### src/include/mmrb_pkg.sv
package mmrb_pkg;
	// register offsets (byte addresses)
	localparam logic [10:0] OFS_CTRL      = 11'h000;
	localparam logic [10:0] OFS_REQ_HEAD  = 11'h004;
	localparam logic [10:0] OFS_REQ_START = 11'h008;
	localparam logic [10:0] OFS_REQ_COUNT = 11'h00C;
	localparam logic [10:0] OFS_STATUS    = 11'h010;
	localparam logic [10:0] OFS_GAP       = 11'h014;
	localparam logic [10:0] OFS_REPLY     = 11'h018;
	localparam int          DEST_SEL_BIT  = 10;
	// control fields
	localparam int CTRL_START_BIT = 0;
	localparam int CTRL_ASCII_BIT = 1;
	localparam int CTRL_EN32_BIT  = 2;
	// status fields
	localparam int ST_BUSY_BIT    = 0;
	localparam int ST_DONE_BIT    = 1;
	localparam int ST_TMO_BIT     = 2;
	localparam int ST_EXC_BIT     = 3;
	localparam int ST_CRC_BIT     = 4;
	localparam int ST_BADOP_BIT   = 5;
	localparam int ST_CODE_LSB    = 8;
	localparam int ST_WORDS_LSB   = 16;
	// opcodes
	localparam logic [7:0] OP_RD_COILS  = 8'h01;
	localparam logic [7:0] OP_RD_INPUTS = 8'h02;
	localparam logic [7:0] OP_RD_HOLD   = 8'h03;
	localparam logic [7:0] OP_RD_INREG  = 8'h04;
	localparam logic [7:0] OP_WR_COIL   = 8'h05;
	localparam logic [7:0] OP_WR_REG    = 8'h06;
	localparam logic [7:0] OP_RD_EXC    = 8'h07;
	localparam logic [7:0] OP_LOOPBACK  = 8'h08;
	localparam logic [7:0] OP_EV_CNT    = 8'h0B;
	localparam logic [7:0] OP_EV_LOG    = 8'h0C;
	localparam logic [7:0] OP_WR_COILS  = 8'h0F;
	localparam logic [7:0] OP_WR_REGS   = 8'h10;
	localparam logic [7:0] OP_WIDE_MASK = 8'h40;
	localparam logic [7:0] OP_EXC_MASK  = 8'h80;
	// frame layout
	localparam logic [15:0] CRC_INIT    = 16'hFFFF;
	localparam logic [15:0] CRC_POLY    = 16'hA001;
	localparam logic [8:0]  LEN_SHORT   = 9'h002;
	localparam logic [8:0]  LEN_FULL    = 9'h006;
	localparam logic [7:0]  PAD_BYTE    = 8'h00;
	// timing
	localparam int CLK_HZ          = 20_000_000;
	localparam int GAP_TIME_US     = 4000;
	localparam int GAP_CYCLES      = GAP_TIME_US * (CLK_HZ / 1_000_000);
	localparam int REPLY_TIME_MS   = 1000;
	localparam int REPLY_CYCLES    = REPLY_TIME_MS * (CLK_HZ / 1000);
	// reset values
	localparam logic [7:0]  RST_BYTE = 8'h00;
	localparam logic [15:0] RST_WORD = 16'h0000;
	localparam logic [31:0] RST_DATA = 32'h00000000;

	typedef enum logic [1:0] {
		ST_IDLE = 2'b00,
		ST_SEND = 2'b01,
		ST_WAIT = 2'b11,
		ST_RECV = 2'b10
	} mmrb_state_type;
endpackage

### src/mmrb_dest_mem.sv
`timescale 1ns/1ps
module mmrb_dest_mem #(
	parameter int AW = 8,
	parameter int DW = 16
) (
	input  wire logic          i_clk,
	input  wire logic          i_we,
	input  wire logic [AW-1:0] i_waddr,
	input  wire logic [DW-1:0] i_wdata,
	input  wire logic [AW-1:0] i_raddr,
	output logic      [DW-1:0] o_rdata
);
	logic [DW-1:0] mem [0:(1<<AW)-1];

	always_ff @(posedge i_clk)
	begin
		if (i_we)
		begin
			mem[i_waddr] <= i_wdata;
		end
	end

	always_ff @(posedge i_clk)
	begin
		o_rdata <= mem[i_raddr];
	end
endmodule // mmrb_dest_mem

### src/mmrb_top.sv
`timescale 1ns/1ps
module mmrb_top
	import mmrb_pkg::*;
#(
	parameter int unsigned GAP_CNT   = mmrb_pkg::GAP_CYCLES,
	parameter int unsigned REPLY_CNT = mmrb_pkg::REPLY_CYCLES,
	parameter int          MEM_AW    = 8
) (
	input  wire logic        i_clk,
	input  wire logic        i_resetn,
	input  wire logic [10:0] i_addr,
	input  wire logic [31:0] i_wdata,
	input  wire logic        i_wr,
	input  wire logic        i_rd,
	output logic      [31:0] o_rdata,
	output logic      [7:0]  o_tx_data,
	output logic             o_tx_valid,
	input  wire logic        i_tx_ready,
	input  wire logic [7:0]  i_rx_data,
	input  wire logic        i_rx_valid,
	output logic             o_busy
);
	import mmrb_pkg::*;

	function automatic logic [15:0] crc_upd(input logic [15:0] c, input logic [7:0] b);
		logic [15:0] r;
		r = c ^ {8'h00, b};
		for (int k = 0; k < 8; k++)
		begin
			r = r[0] ? ((r >> 1) ^ CRC_POLY) : (r >> 1);
		end
		return r;
	endfunction

	function automatic logic op_ok(input logic [7:0] op, input logic ascii, input logic en32);
		logic [7:0] b;
		logic       known;
		b = op & ~OP_WIDE_MASK;
		known = (b == OP_RD_COILS) || (b == OP_RD_INPUTS) || (b == OP_RD_HOLD) || (b == OP_RD_INREG)
			|| (b == OP_WR_COIL) || (b == OP_WR_REG) || (b == OP_RD_EXC) || (b == OP_LOOPBACK)
			|| (b == OP_EV_CNT) || (b == OP_EV_LOG) || (b == OP_WR_COILS) || (b == OP_WR_REGS);
		if (op[6])
		begin
			known = ascii && en32 && ((b == OP_RD_HOLD) || (b == OP_WR_REG) || (b == OP_WR_REGS));
		end
		return known;
	endfunction

	function automatic logic is_bit_read(input logic [7:0] b);
		return (b == OP_RD_COILS) || (b == OP_RD_INPUTS);
	endfunction

	function automatic logic is_reg_read(input logic [7:0] b);
		return (b == OP_RD_HOLD) || (b == OP_RD_INREG);
	endfunction

	mmrb_state_type state_q;
	logic [7:0]  slave_q;
	logic [7:0]  op_q;
	logic [15:0] start_q;
	logic [15:0] count_q;
	logic        ascii_q;
	logic        en32_q;
	logic [31:0] gap_q;
	logic [31:0] reply_q;
	logic        done_q;
	logic        tmo_q;
	logic        exc_q;
	logic        crcerr_q;
	logic        badop_q;
	logic [7:0]  code_q;
	logic [7:0]  wire_op_q;
	logic [8:0]  tx_idx_q;
	logic [15:0] crc_q;
	logic [7:0]  tx_data_q;
	logic        tx_valid_q;
	logic [31:0] timer_q;
	logic [8:0]  rx_idx_q;
	logic [7:0]  nbytes_q;
	logic [7:0]  dcnt_q;
	logic [7:0]  pend_q;
	logic [MEM_AW-1:0] widx_q;
	logic [8:0]  words_q;
	logic        rd_dest_q;
	logic [31:0] reg_rdata_q;

	logic [7:0]        base_op;
	logic [8:0]        tx_len;
	logic              tx_fire;
	logic [8:0]        tx_nidx;
	logic [15:0]       tx_crc_n;
	logic [7:0]        tx_next;
	logic              start_req;
	logic              mem_we;
	logic [15:0]       mem_wdata;
	logic [MEM_AW-1:0] mem_raddr;
	logic [15:0]       mem_rdata;
	logic              stores;
	logic              is_data_byte;
	logic              last_data;

	assign base_op   = op_q & ~OP_WIDE_MASK;
	assign tx_len    = ((base_op == OP_RD_EXC) || (base_op == OP_EV_CNT) || (base_op == OP_EV_LOG))
		? LEN_SHORT : LEN_FULL;
	assign tx_fire   = tx_valid_q && i_tx_ready;
	assign tx_nidx   = tx_idx_q + 9'd1;
	assign tx_crc_n  = crc_upd(crc_q, tx_data_q);
	assign start_req = i_wr && (i_addr == OFS_CTRL) && i_wdata[CTRL_START_BIT] && (state_q == ST_IDLE);
	assign stores    = is_bit_read(base_op) || is_reg_read(base_op);
	assign is_data_byte = (state_q != ST_IDLE) && i_rx_valid && stores && !exc_q
		&& (rx_idx_q >= 9'd3) && (dcnt_q < nbytes_q) && (wire_op_q[7] == 1'b0);
	assign last_data = (dcnt_q + 8'd1) == nbytes_q;
	assign o_tx_data  = tx_data_q;
	assign o_tx_valid = tx_valid_q;
	assign o_busy     = state_q != ST_IDLE;

	always_comb
	begin
		tx_next = PAD_BYTE;
		unique case (tx_nidx)
			9'd1: tx_next = wire_op_q;
			9'd2: tx_next = start_q[15:8];
			9'd3: tx_next = start_q[7:0];
			9'd4: tx_next = count_q[15:8];
			9'd5: tx_next = count_q[7:0];
			default: tx_next = PAD_BYTE;
		endcase
		if (tx_nidx == tx_len)
		begin
			tx_next = tx_crc_n[7:0];
		end
		else if (tx_nidx == tx_len + 9'd1)
		begin
			tx_next = crc_q[15:8];
		end
	end

	// configuration registers
	always_ff @(posedge i_clk or negedge i_resetn)
	begin
		if (!i_resetn)
		begin
			slave_q <= RST_BYTE;
			op_q    <= RST_BYTE;
			start_q <= RST_WORD;
			count_q <= RST_WORD;
			ascii_q <= 1'b0;
			en32_q  <= 1'b0;
			gap_q   <= GAP_CNT;
			reply_q <= REPLY_CNT;
		end
		else if (i_wr && state_q == ST_IDLE)
		begin
			unique case (i_addr)
				OFS_CTRL:
				begin
					ascii_q <= i_wdata[CTRL_ASCII_BIT];
					en32_q  <= i_wdata[CTRL_EN32_BIT];
				end
				OFS_REQ_HEAD:
				begin
					slave_q <= i_wdata[7:0];
					op_q    <= i_wdata[15:8];
				end
				OFS_REQ_START: start_q <= i_wdata[15:0];
				OFS_REQ_COUNT: count_q <= i_wdata[15:0];
				OFS_GAP:       gap_q   <= i_wdata;
				OFS_REPLY:     reply_q <= i_wdata;
				default:       ;
			endcase
		end
	end

	// request sequencing and reply supervision
	always_ff @(posedge i_clk or negedge i_resetn)
	begin
		if (!i_resetn)
		begin
			state_q    <= ST_IDLE;
			wire_op_q  <= RST_BYTE;
			tx_idx_q   <= 9'd0;
			crc_q      <= CRC_INIT;
			tx_data_q  <= RST_BYTE;
			tx_valid_q <= 1'b0;
			timer_q    <= RST_DATA;
			done_q     <= 1'b0;
			tmo_q      <= 1'b0;
			crcerr_q   <= 1'b0;
			badop_q    <= 1'b0;
		end
		else
		begin
			unique case (state_q)
				ST_IDLE:
				begin
					if (start_req)
					begin
						done_q   <= 1'b0;
						tmo_q    <= 1'b0;
						crcerr_q <= 1'b0;
						if (op_ok(op_q, i_wdata[CTRL_ASCII_BIT], i_wdata[CTRL_EN32_BIT]))
						begin
							badop_q    <= 1'b0;
							wire_op_q  <= op_q & ~OP_WIDE_MASK;
							tx_data_q  <= slave_q;
							tx_valid_q <= 1'b1;
							tx_idx_q   <= 9'd0;
							crc_q      <= CRC_INIT;
							state_q    <= ST_SEND;
						end
						else
						begin
							badop_q <= 1'b1;
						end
					end
				end
				ST_SEND:
				begin
					if (tx_fire)
					begin
						tx_idx_q  <= tx_nidx;
						tx_data_q <= tx_next;
						if (tx_idx_q < tx_len)
						begin
							crc_q <= tx_crc_n;
						end
						if (tx_nidx == tx_len + 9'd2)
						begin
							tx_valid_q <= 1'b0;
							timer_q    <= RST_DATA;
							crc_q      <= CRC_INIT;
							state_q    <= ST_WAIT;
						end
					end
				end
				ST_WAIT:
				begin
					if (i_rx_valid)
					begin
						crc_q   <= crc_upd(crc_q, i_rx_data);
						timer_q <= RST_DATA;
						state_q <= ST_RECV;
					end
					else if (timer_q + 32'd1 >= reply_q)
					begin
						tmo_q   <= 1'b1;
						state_q <= ST_IDLE;
					end
					else
					begin
						timer_q <= timer_q + 32'd1;
					end
				end
				ST_RECV:
				begin
					if (i_rx_valid)
					begin
						crc_q   <= crc_upd(crc_q, i_rx_data);
						timer_q <= RST_DATA;
					end
					else if (timer_q + 32'd1 >= gap_q)
					begin
						done_q   <= 1'b1;
						crcerr_q <= crc_q != RST_WORD;
						state_q  <= ST_IDLE;
					end
					else
					begin
						timer_q <= timer_q + 32'd1;
					end
				end
				default: state_q <= ST_IDLE;
			endcase
		end
	end

	// reply header decode
	always_ff @(posedge i_clk or negedge i_resetn)
	begin
		if (!i_resetn)
		begin
			rx_idx_q <= 9'd0;
			nbytes_q <= RST_BYTE;
			exc_q    <= 1'b0;
			code_q   <= RST_BYTE;
		end
		else if (start_req)
		begin
			rx_idx_q <= 9'd0;
			nbytes_q <= RST_BYTE;
			exc_q    <= 1'b0;
			code_q   <= RST_BYTE;
		end
		else if ((state_q == ST_WAIT || state_q == ST_RECV) && i_rx_valid)
		begin
			if (rx_idx_q != 9'h1FF)
			begin
				rx_idx_q <= rx_idx_q + 9'd1;
			end
			if (rx_idx_q == 9'd1)
			begin
				exc_q <= (i_rx_data & OP_EXC_MASK) != RST_BYTE;
			end
			if (rx_idx_q == 9'd2)
			begin
				if (exc_q)
				begin
					code_q <= i_rx_data;
				end
				else
				begin
					nbytes_q <= i_rx_data;
				end
			end
		end
	end

	// payload placement into destination words
	always_ff @(posedge i_clk or negedge i_resetn)
	begin
		if (!i_resetn)
		begin
			dcnt_q  <= RST_BYTE;
			pend_q  <= RST_BYTE;
			widx_q  <= '0;
			words_q <= 9'd0;
		end
		else if (start_req)
		begin
			dcnt_q  <= RST_BYTE;
			widx_q  <= '0;
			words_q <= 9'd0;
		end
		else if (is_data_byte)
		begin
			dcnt_q <= dcnt_q + 8'd1;
			if (!dcnt_q[0])
			begin
				pend_q <= i_rx_data;
			end
			if (dcnt_q[0] || last_data)
			begin
				widx_q  <= widx_q + 1'b1;
				words_q <= words_q + 9'd1;
			end
		end
	end

	always_comb
	begin
		mem_we    = is_data_byte && (dcnt_q[0] || last_data);
		mem_wdata = RST_WORD;
		if (is_bit_read(base_op))
		begin
			if (dcnt_q[0])
			begin
				mem_wdata = {i_rx_data, pend_q};
			end
			else
			begin
				mem_wdata = {PAD_BYTE, i_rx_data};
			end
		end
		else
		begin
			if (dcnt_q[0])
			begin
				mem_wdata = {pend_q, i_rx_data};
			end
			else
			begin
				mem_wdata = {i_rx_data, PAD_BYTE};
			end
		end
	end

	assign mem_raddr = i_addr[MEM_AW+1:2];

	mmrb_dest_mem #(
		.AW (MEM_AW),
		.DW (16)
	) u_dest (
		.i_clk   (i_clk),
		.i_we    (mem_we),
		.i_waddr (widx_q),
		.i_wdata (mem_wdata),
		.i_raddr (mem_raddr),
		.o_rdata (mem_rdata)
	);

	// register read port
	always_ff @(posedge i_clk or negedge i_resetn)
	begin
		if (!i_resetn)
		begin
			reg_rdata_q <= RST_DATA;
			rd_dest_q   <= 1'b0;
		end
		else
		begin
			rd_dest_q   <= i_rd && i_addr[DEST_SEL_BIT];
			reg_rdata_q <= RST_DATA;
			if (i_rd && !i_addr[DEST_SEL_BIT])
			begin
				unique case (i_addr)
					OFS_CTRL:      reg_rdata_q <= {29'd0, en32_q, ascii_q, 1'b0};
					OFS_REQ_HEAD:  reg_rdata_q <= {16'd0, op_q, slave_q};
					OFS_REQ_START: reg_rdata_q <= {16'd0, start_q};
					OFS_REQ_COUNT: reg_rdata_q <= {16'd0, count_q};
					OFS_STATUS:    reg_rdata_q <= {7'd0, words_q, code_q, 2'd0, badop_q, crcerr_q,
						exc_q && done_q, tmo_q, done_q, o_busy};
					OFS_GAP:       reg_rdata_q <= gap_q;
					OFS_REPLY:     reg_rdata_q <= reply_q;
					default:       reg_rdata_q <= RST_DATA;
				endcase
			end
		end
	end

	assign o_rdata = rd_dest_q ? {16'd0, mem_rdata} : reg_rdata_q;
endmodule // mmrb_top

### config.mk
export PLATFORM = sky130hd
export DESIGN_NAME = mmrb_top
export DESIGN_NICKNAME = d
export VERILOG_FILES = /design/src/include/mmrb_pkg.sv /design/src/mmrb_dest_mem.sv /design/src/mmrb_top.sv
export SDC_FILE = /design/constraint.sdc
export NUM_CORES = 2
export LEC_CHECK = 0
export BUFFER_PORTS_ARGS = -buffer_cell sky130_fd_sc_hd__buf_2
export CAP_MARGIN = 20
export CORE_MARGIN = 2
export CORE_UTILIZATION = 45
export DETAILED_ROUTE_END_ITERATION = 7
export PLACE_DENSITY = 0.67
export SKIP_CTS_REPAIR_TIMING = 1
export SLEW_MARGIN = 20
export SYNTH_ARGS = -nofsm -noshare
export SYNTH_HDL_FRONTEND = slang
export SYNTH_SLANG_ARGS = --single-unit
### constraint.sdc
create_clock -name i_clk -period 33.5 [get_ports i_clk]
set_input_delay 6.7 -clock i_clk [delete_from_list [all_inputs] [get_ports i_clk]]
set_output_delay 6.7 -clock i_clk [all_outputs]
set_load 0.05 [all_outputs]
-- Word-level counts from Yosys, hierarchy flattened
Memory sizes are Yosys's and may differ from the RTL's. A register that Yosys moved wholly into a read port is not among the register bits.
Cells that the tools add are included.
- register bits: 285
- latch bits: 0
- bits in writable memories: 4096
- memory bits (read-only): 0
- bits of input ports: 57
- logic and storage cells: 287
- memories kept: 1
- add/sub/neg operators: 8
- multiply operators: 0
- div/mod/pow operators: 0
- $lt $le $gt $ge: 5
- equality and inequality tests: 47
- shift operators: 0
- muxes and demuxes: 100
- bitwise logic cells: 21
- reduce and logical (&&, ||, !) cells: 76
- memories (memory ; depth ; width ; rd ports ; clocked after memory_dff ; write ports ; RTL line ; RTL):
    u_dest.mem ; 256 ; 16 ; 1 ; 1 ; 1 ; mmrb_dest_mem.sv:13 ; logic [DW-1:0] mem [0:(1<<AW)-1];
- operator list (operator ; number):
    16-bit two-way mux ; 25
    32-bit two-way mux ; 8
    32-bit one-hot mux with 7 select lines ; 1
    8-bit two-way mux ; 18
    32-bit one-hot mux with 3 select lines ; 1
    9-bit two-way mux ; 9
    32-bit >= comparator ; 2
    2-bit inverter with 3-bit output ; 16
    16-bit one-hot mux with 3 select lines ; 1
    8-bit one-hot mux with 5 select lines ; 1
    11-bit by 5-bit == test with 1-bit output (second input constant) ; 3
    32-bit by 1-bit adder with 32-bit output (second input constant) ; 1
    16-bit by 8-bit XOR with 16-bit output ; 2
    7-bit by 3-bit == test with 1-bit output (second input constant) ; 4
    7-bit by 4-bit == test with 1-bit output (second input constant) ; 4
    9-bit by 1-bit adder with 9-bit output (second input constant) ; 3
    9-bit by 2-bit == test with 1-bit output (second input constant) ; 3
    11-bit by 4-bit == test with 1-bit output (second input constant) ; 2
    2-bit nonzero test ; 11
    1-bit two-way mux ; 20
    2-bit AND reduction ; 10
    1-bit logical OR ; 19
    9-bit by 1-bit == test with 1-bit output (second input constant) ; 2
    9-bit by 3-bit == test with 1-bit output (second input constant) ; 2
    37 further kinds ; 89

-- Logic depth before layout (Yosys ltp)
- depth after elaboration: 21
- gate-level depth with buffers: 17
- gate-level depth less buffers: 16

-- Cells and area by module
Synthesis repeated with hierarchy kept, for this count alone.
- cell total of the unflattened synthesis: 9060
- area total of the unflattened synthesis: 175273.1 µm²
- by module, submodules not included (module ; instances ; cells an instance ; area each (µm²)):
    mmrb_dest_mem ; 1 ; 7360 ; 158714.7
    mmrb_top ; 1 ; 1700 ; 16558.4

-- Worst setup path before layout
OpenSTA, ideal clock, no wires.
- kind: input port to flip-flop
- start: input i_rx_data[7]
- end: memory u_dest.mem[0][7], data pin
- arrival time: 16.972 ns
- data required time: 31.313 ns
- path slack: 14.341 ns
- stages on the path: 3
- path buffers: 1
- cell sequence: clkbuf_1 mux2i_1 o21ai_0
- longest elaborated chain between the ends: 2
- elaborated cells between the ends (all ways): 3
- classes of those cells: mux: 3
- ends and longest elaborated chain (item ; RTL line ; RTL):
    start, declared ; mmrb_top.sv:19 ; input wire logic [7:0] i_rx_data,
    16-bit two-way mux, on equally long branches ; mmrb_top.sv:366, mmrb_top.sv:355 ;
    16-bit two-way mux * ; mmrb_top.sv:353 ; if (is_bit_read(base_op))
    via mem_wdata[7] ; mmrb_top.sv:95 ; logic [15:0] mem_wdata;
    end, declared ; mmrb_dest_mem.sv:13 ;
The timed path passes the listed nets; every way through them passes the cells marked *.

==> reports/results.ini <==
[sta]
setup_violations = 0
hold_violations = 0
slew_viol_final = 0
tns_ns = 0
relSlewSlack_pct = 12.99
worstMarginPinSlew_ns = 1.305
rsz0062_at_grt = false
skew_ns = 0.05486
period_share_pct = 39.05
fmax_ghz = 0.07644
period_needed_ns = 13.08

[routing]
ant_nets = 0
vias = 85990
dr.pass1.iters = 8
drt-vias-per-instance = 6.147
wirelength_um = 442300
wire_per_inst_um = 31.62
drt_first_iter_violations = 12050
drcViolationCount = 1

[clock_tree]
h-tree-depth = 5
tritoncts = yes
clockBufferDepth = 4
clock-sinks = 4397
path_clk_slew_ns = 0.06
numCtsBuffers = 433
cts_root_buffer = clkbuf_16
insertion_delay_ns = 0.99

[synthesis]
synth_top_family_by_area = multiplexers
yosysUniqueCellTypes = 81
syn_avg_cell_area_um2 = 21.43
synthCells = 8082
synth_seq_area_share_pct = 75.35
synthAdderAreaFrac_pct = 0.6431
synth.most_common_cell = edfxtp_1
synth-compound-area-share_pct = 2.230
synth-simple-area-share_pct = 2.416
synth.top_cell.area_share_pct = 71.03
syn-cell-area_mm2 = 0.1732
synthMuxAreaShare_pct = 17.47
netlist_top_cells_area = edfxtp_1 71%, mux4_2 17%, dfrtp_1 3.7%
synth_xor_xnor_area_share_pct = 0.5491
synthFlopType = edfxtp_1
synth_area_leader_cell = edfxtp_1
yosys-top-cells-count = 4,096 x edfxtp_1, 1,269 x mux4_2, 399 x nor2_1
synth-async-reset-ratio_pct = 6.482
syn_nets = 8228
synth-edff-count = 4096
yosysWarnings = 0
ys_ff_latch = 4397

[worst_setup_path]
critical_path.cell_chain = buf_12 > buf_4 > buf_4 > buf_4 > buf_4 > buf_4 > mux4_2 > mux4_2 > a211oi_1 > nand2_1 > and4_1
critPathSlowestCell = a211oi_1
worst-setup-path-type = in2reg
required_ns = 34.36
cp_max_fo = 97
crit_top_cell = buf_4
critPathArrivalTime_ns = 13.94
crit_path_end_kind = flip-flop
slowest_delay_ns = 0.95
cp-start-kind = input pin

[finish]
instances_no_fill = 13990
fin_nets = 8708
seq_area_mm2 = 0.1305
multi_input_area_mm2 = 0.04104
drive_above_1_share_pct = 29.67
area_growth_pct = 13.18
utilization_pct = 51.23
fill_cells = 29240

[global_route]
grt_max_degree = 256
grt_pass1_vias = 86310
grt-ovfl-total = 0
grt_first_pass_wirelength_um = 630600
grt_usage_pct = 22.46
grt_antenna_before_repair = 40

[floorplan]
die_area_mm2 = 0.3898
die_h_um = 624.3
initial_core_util_pct = 45.26
num_io_pins = 99
fp.dieW_um = 624.3
core_area_mm2 = 0.3826
fp-row-count = 227

[power]
power.share.combinational_pct = 4.7
p_int_mw = 8.922
power.switching_mw = 2.401
seqPwrFrac_pct = 53.3
ir_drop_uv = 54.41
cellPowerDensity_mw_per_mm2 = 57.77
switching_share_pct = 21.20
p_leak_nw = 58.56
clkPwrFrac_pct = 42.0

[run_status]
violations = DRC
outcome = complete, but fails checks

[hold_path]
hp-class = reg2reg

[place]
dpl.hpwl_um = 254900
gp_congestion = 0.8637
io_buffers = 98
place_inst = 13160

[job]
drv_cap = 0

==> power groups by stage <==
stage	clock, mW	combinational [mW]	sequential, mW
6_report	4.76	0.530	6.03
5_1_grt	5.03	0.564	6.03
4_1_cts	4.82	0.533	6.03
3_5_place_dp	0	0.531	6.15
3_3_place_gp	0	0.517	6.15
2_1_floorplan	0	0.364	6.15
==> layer usage <==
metal,vias up,global-route usage [%],share of wire [%]
met5,-,0.1605,0.054
met4,24,9.066,4.2
met3,821,4.422,9.3
met2,4514,36.05,48
met1,45950,30.35,38
li1,34680,-,-
==> sequential cells by signal, summed over array words and instances, names as in the netlist, 16 cells and up <==
name            flops
u_dest.mem       4096
count_q            16
reg_rdata_q        32
reply_q            32
timer_q            32
u_dest.o_rdata     16
gap_q              32
start_q            16
crc_q              16
==> path summary, 6_finish.rpt <==
kind | start | to | slack, ns | cells past startpoint
max in group asynchronous | i_resetn | tmo_q | 26.25 | 2
min reg2reg | timer_q[22] | timer_q[22] | 0.49 | 2
min in group asynchronous | i_resetn | count_q[6] | 5.84 | 1
max reg2reg | timer_q[6] | timer_q[25] | 27.87 | 16
max | i_addr[2] | u_dest.o_rdata[12] | 20.42 | 11
min | timer_q[22] | timer_q[22] | 0.49 | 2
==> cell families after synthesis <==
group,Yosys count
muxes,1425
AOI/OAI and AO/OA,583
DFF,4397
buffers and inverters,552
adders and majority gates,89
xor gates and xnor gates,107
and+or+nand+nor,929
==> critical path, delay by kind of cell <==
kind / cells / cell delay (ns)
muxes: 2 / 1.14
buffers and inverters: 6 / 4.37
AOI/OAI and AO/OA: 1 / 0.95
and+or+nand+nor: 2 / 0.44
==> area by class of cell <==
class | count | area share, %
Clock inverter | 237 | 1.168
Timing Repair Buffer | 503 | 1.957
Inverter | 94 | 0.1800
Clock buffer | 555 | 5.919
Multi-Input combinational cell | 3133 | 20.94
Sequential cell | 4397 | 66.58
Tap cell | 5038 | 3.216
Antenna cell | 32 | 0.04086
==> cell usage in the layout (no fill, tap or decap), types with 25 or more instances in the layout <==
cell type and count:
bufinv_16 35, clkinv_1 91, mux2_2 87, inv_1 93
clkbuf_1 97, mux4_2 1269, clkbuf_16 438, diode_2 32
ha_1 89, buf_2 94, xor2_1 40, a21o_1 32
nor2b_1 25, buf_4 378, nand3_1 53, o21ai_0 144
a221oi_1 37, edfxtp_1 4096, clkinv_2 74, a21oi_1 93
nor2_4 30, dfrtp_1 255, mux2i_1 69, a22oi_1 97
dfstp_2 29, nor2_1 304, nor2_2 67, nand2_1 276
xnor2_1 66
==> stage by stage <==
step	hold slack [ns]	cell area [um^2]	setup slack, ns	total power, mW
final	0.4862	196000	20.42	11.32
after global routing	0.5304	196000	19.85	11.63
after CTS	0.4870	195700	20.27	11.39
after detailed placement	0.4733	181800	19.21	6.680
after global placement	0.4660	181600	19.25	6.665
after floorplan	0.4494	173200	14.34	6.517
Power figures use the tool's default switching activity.
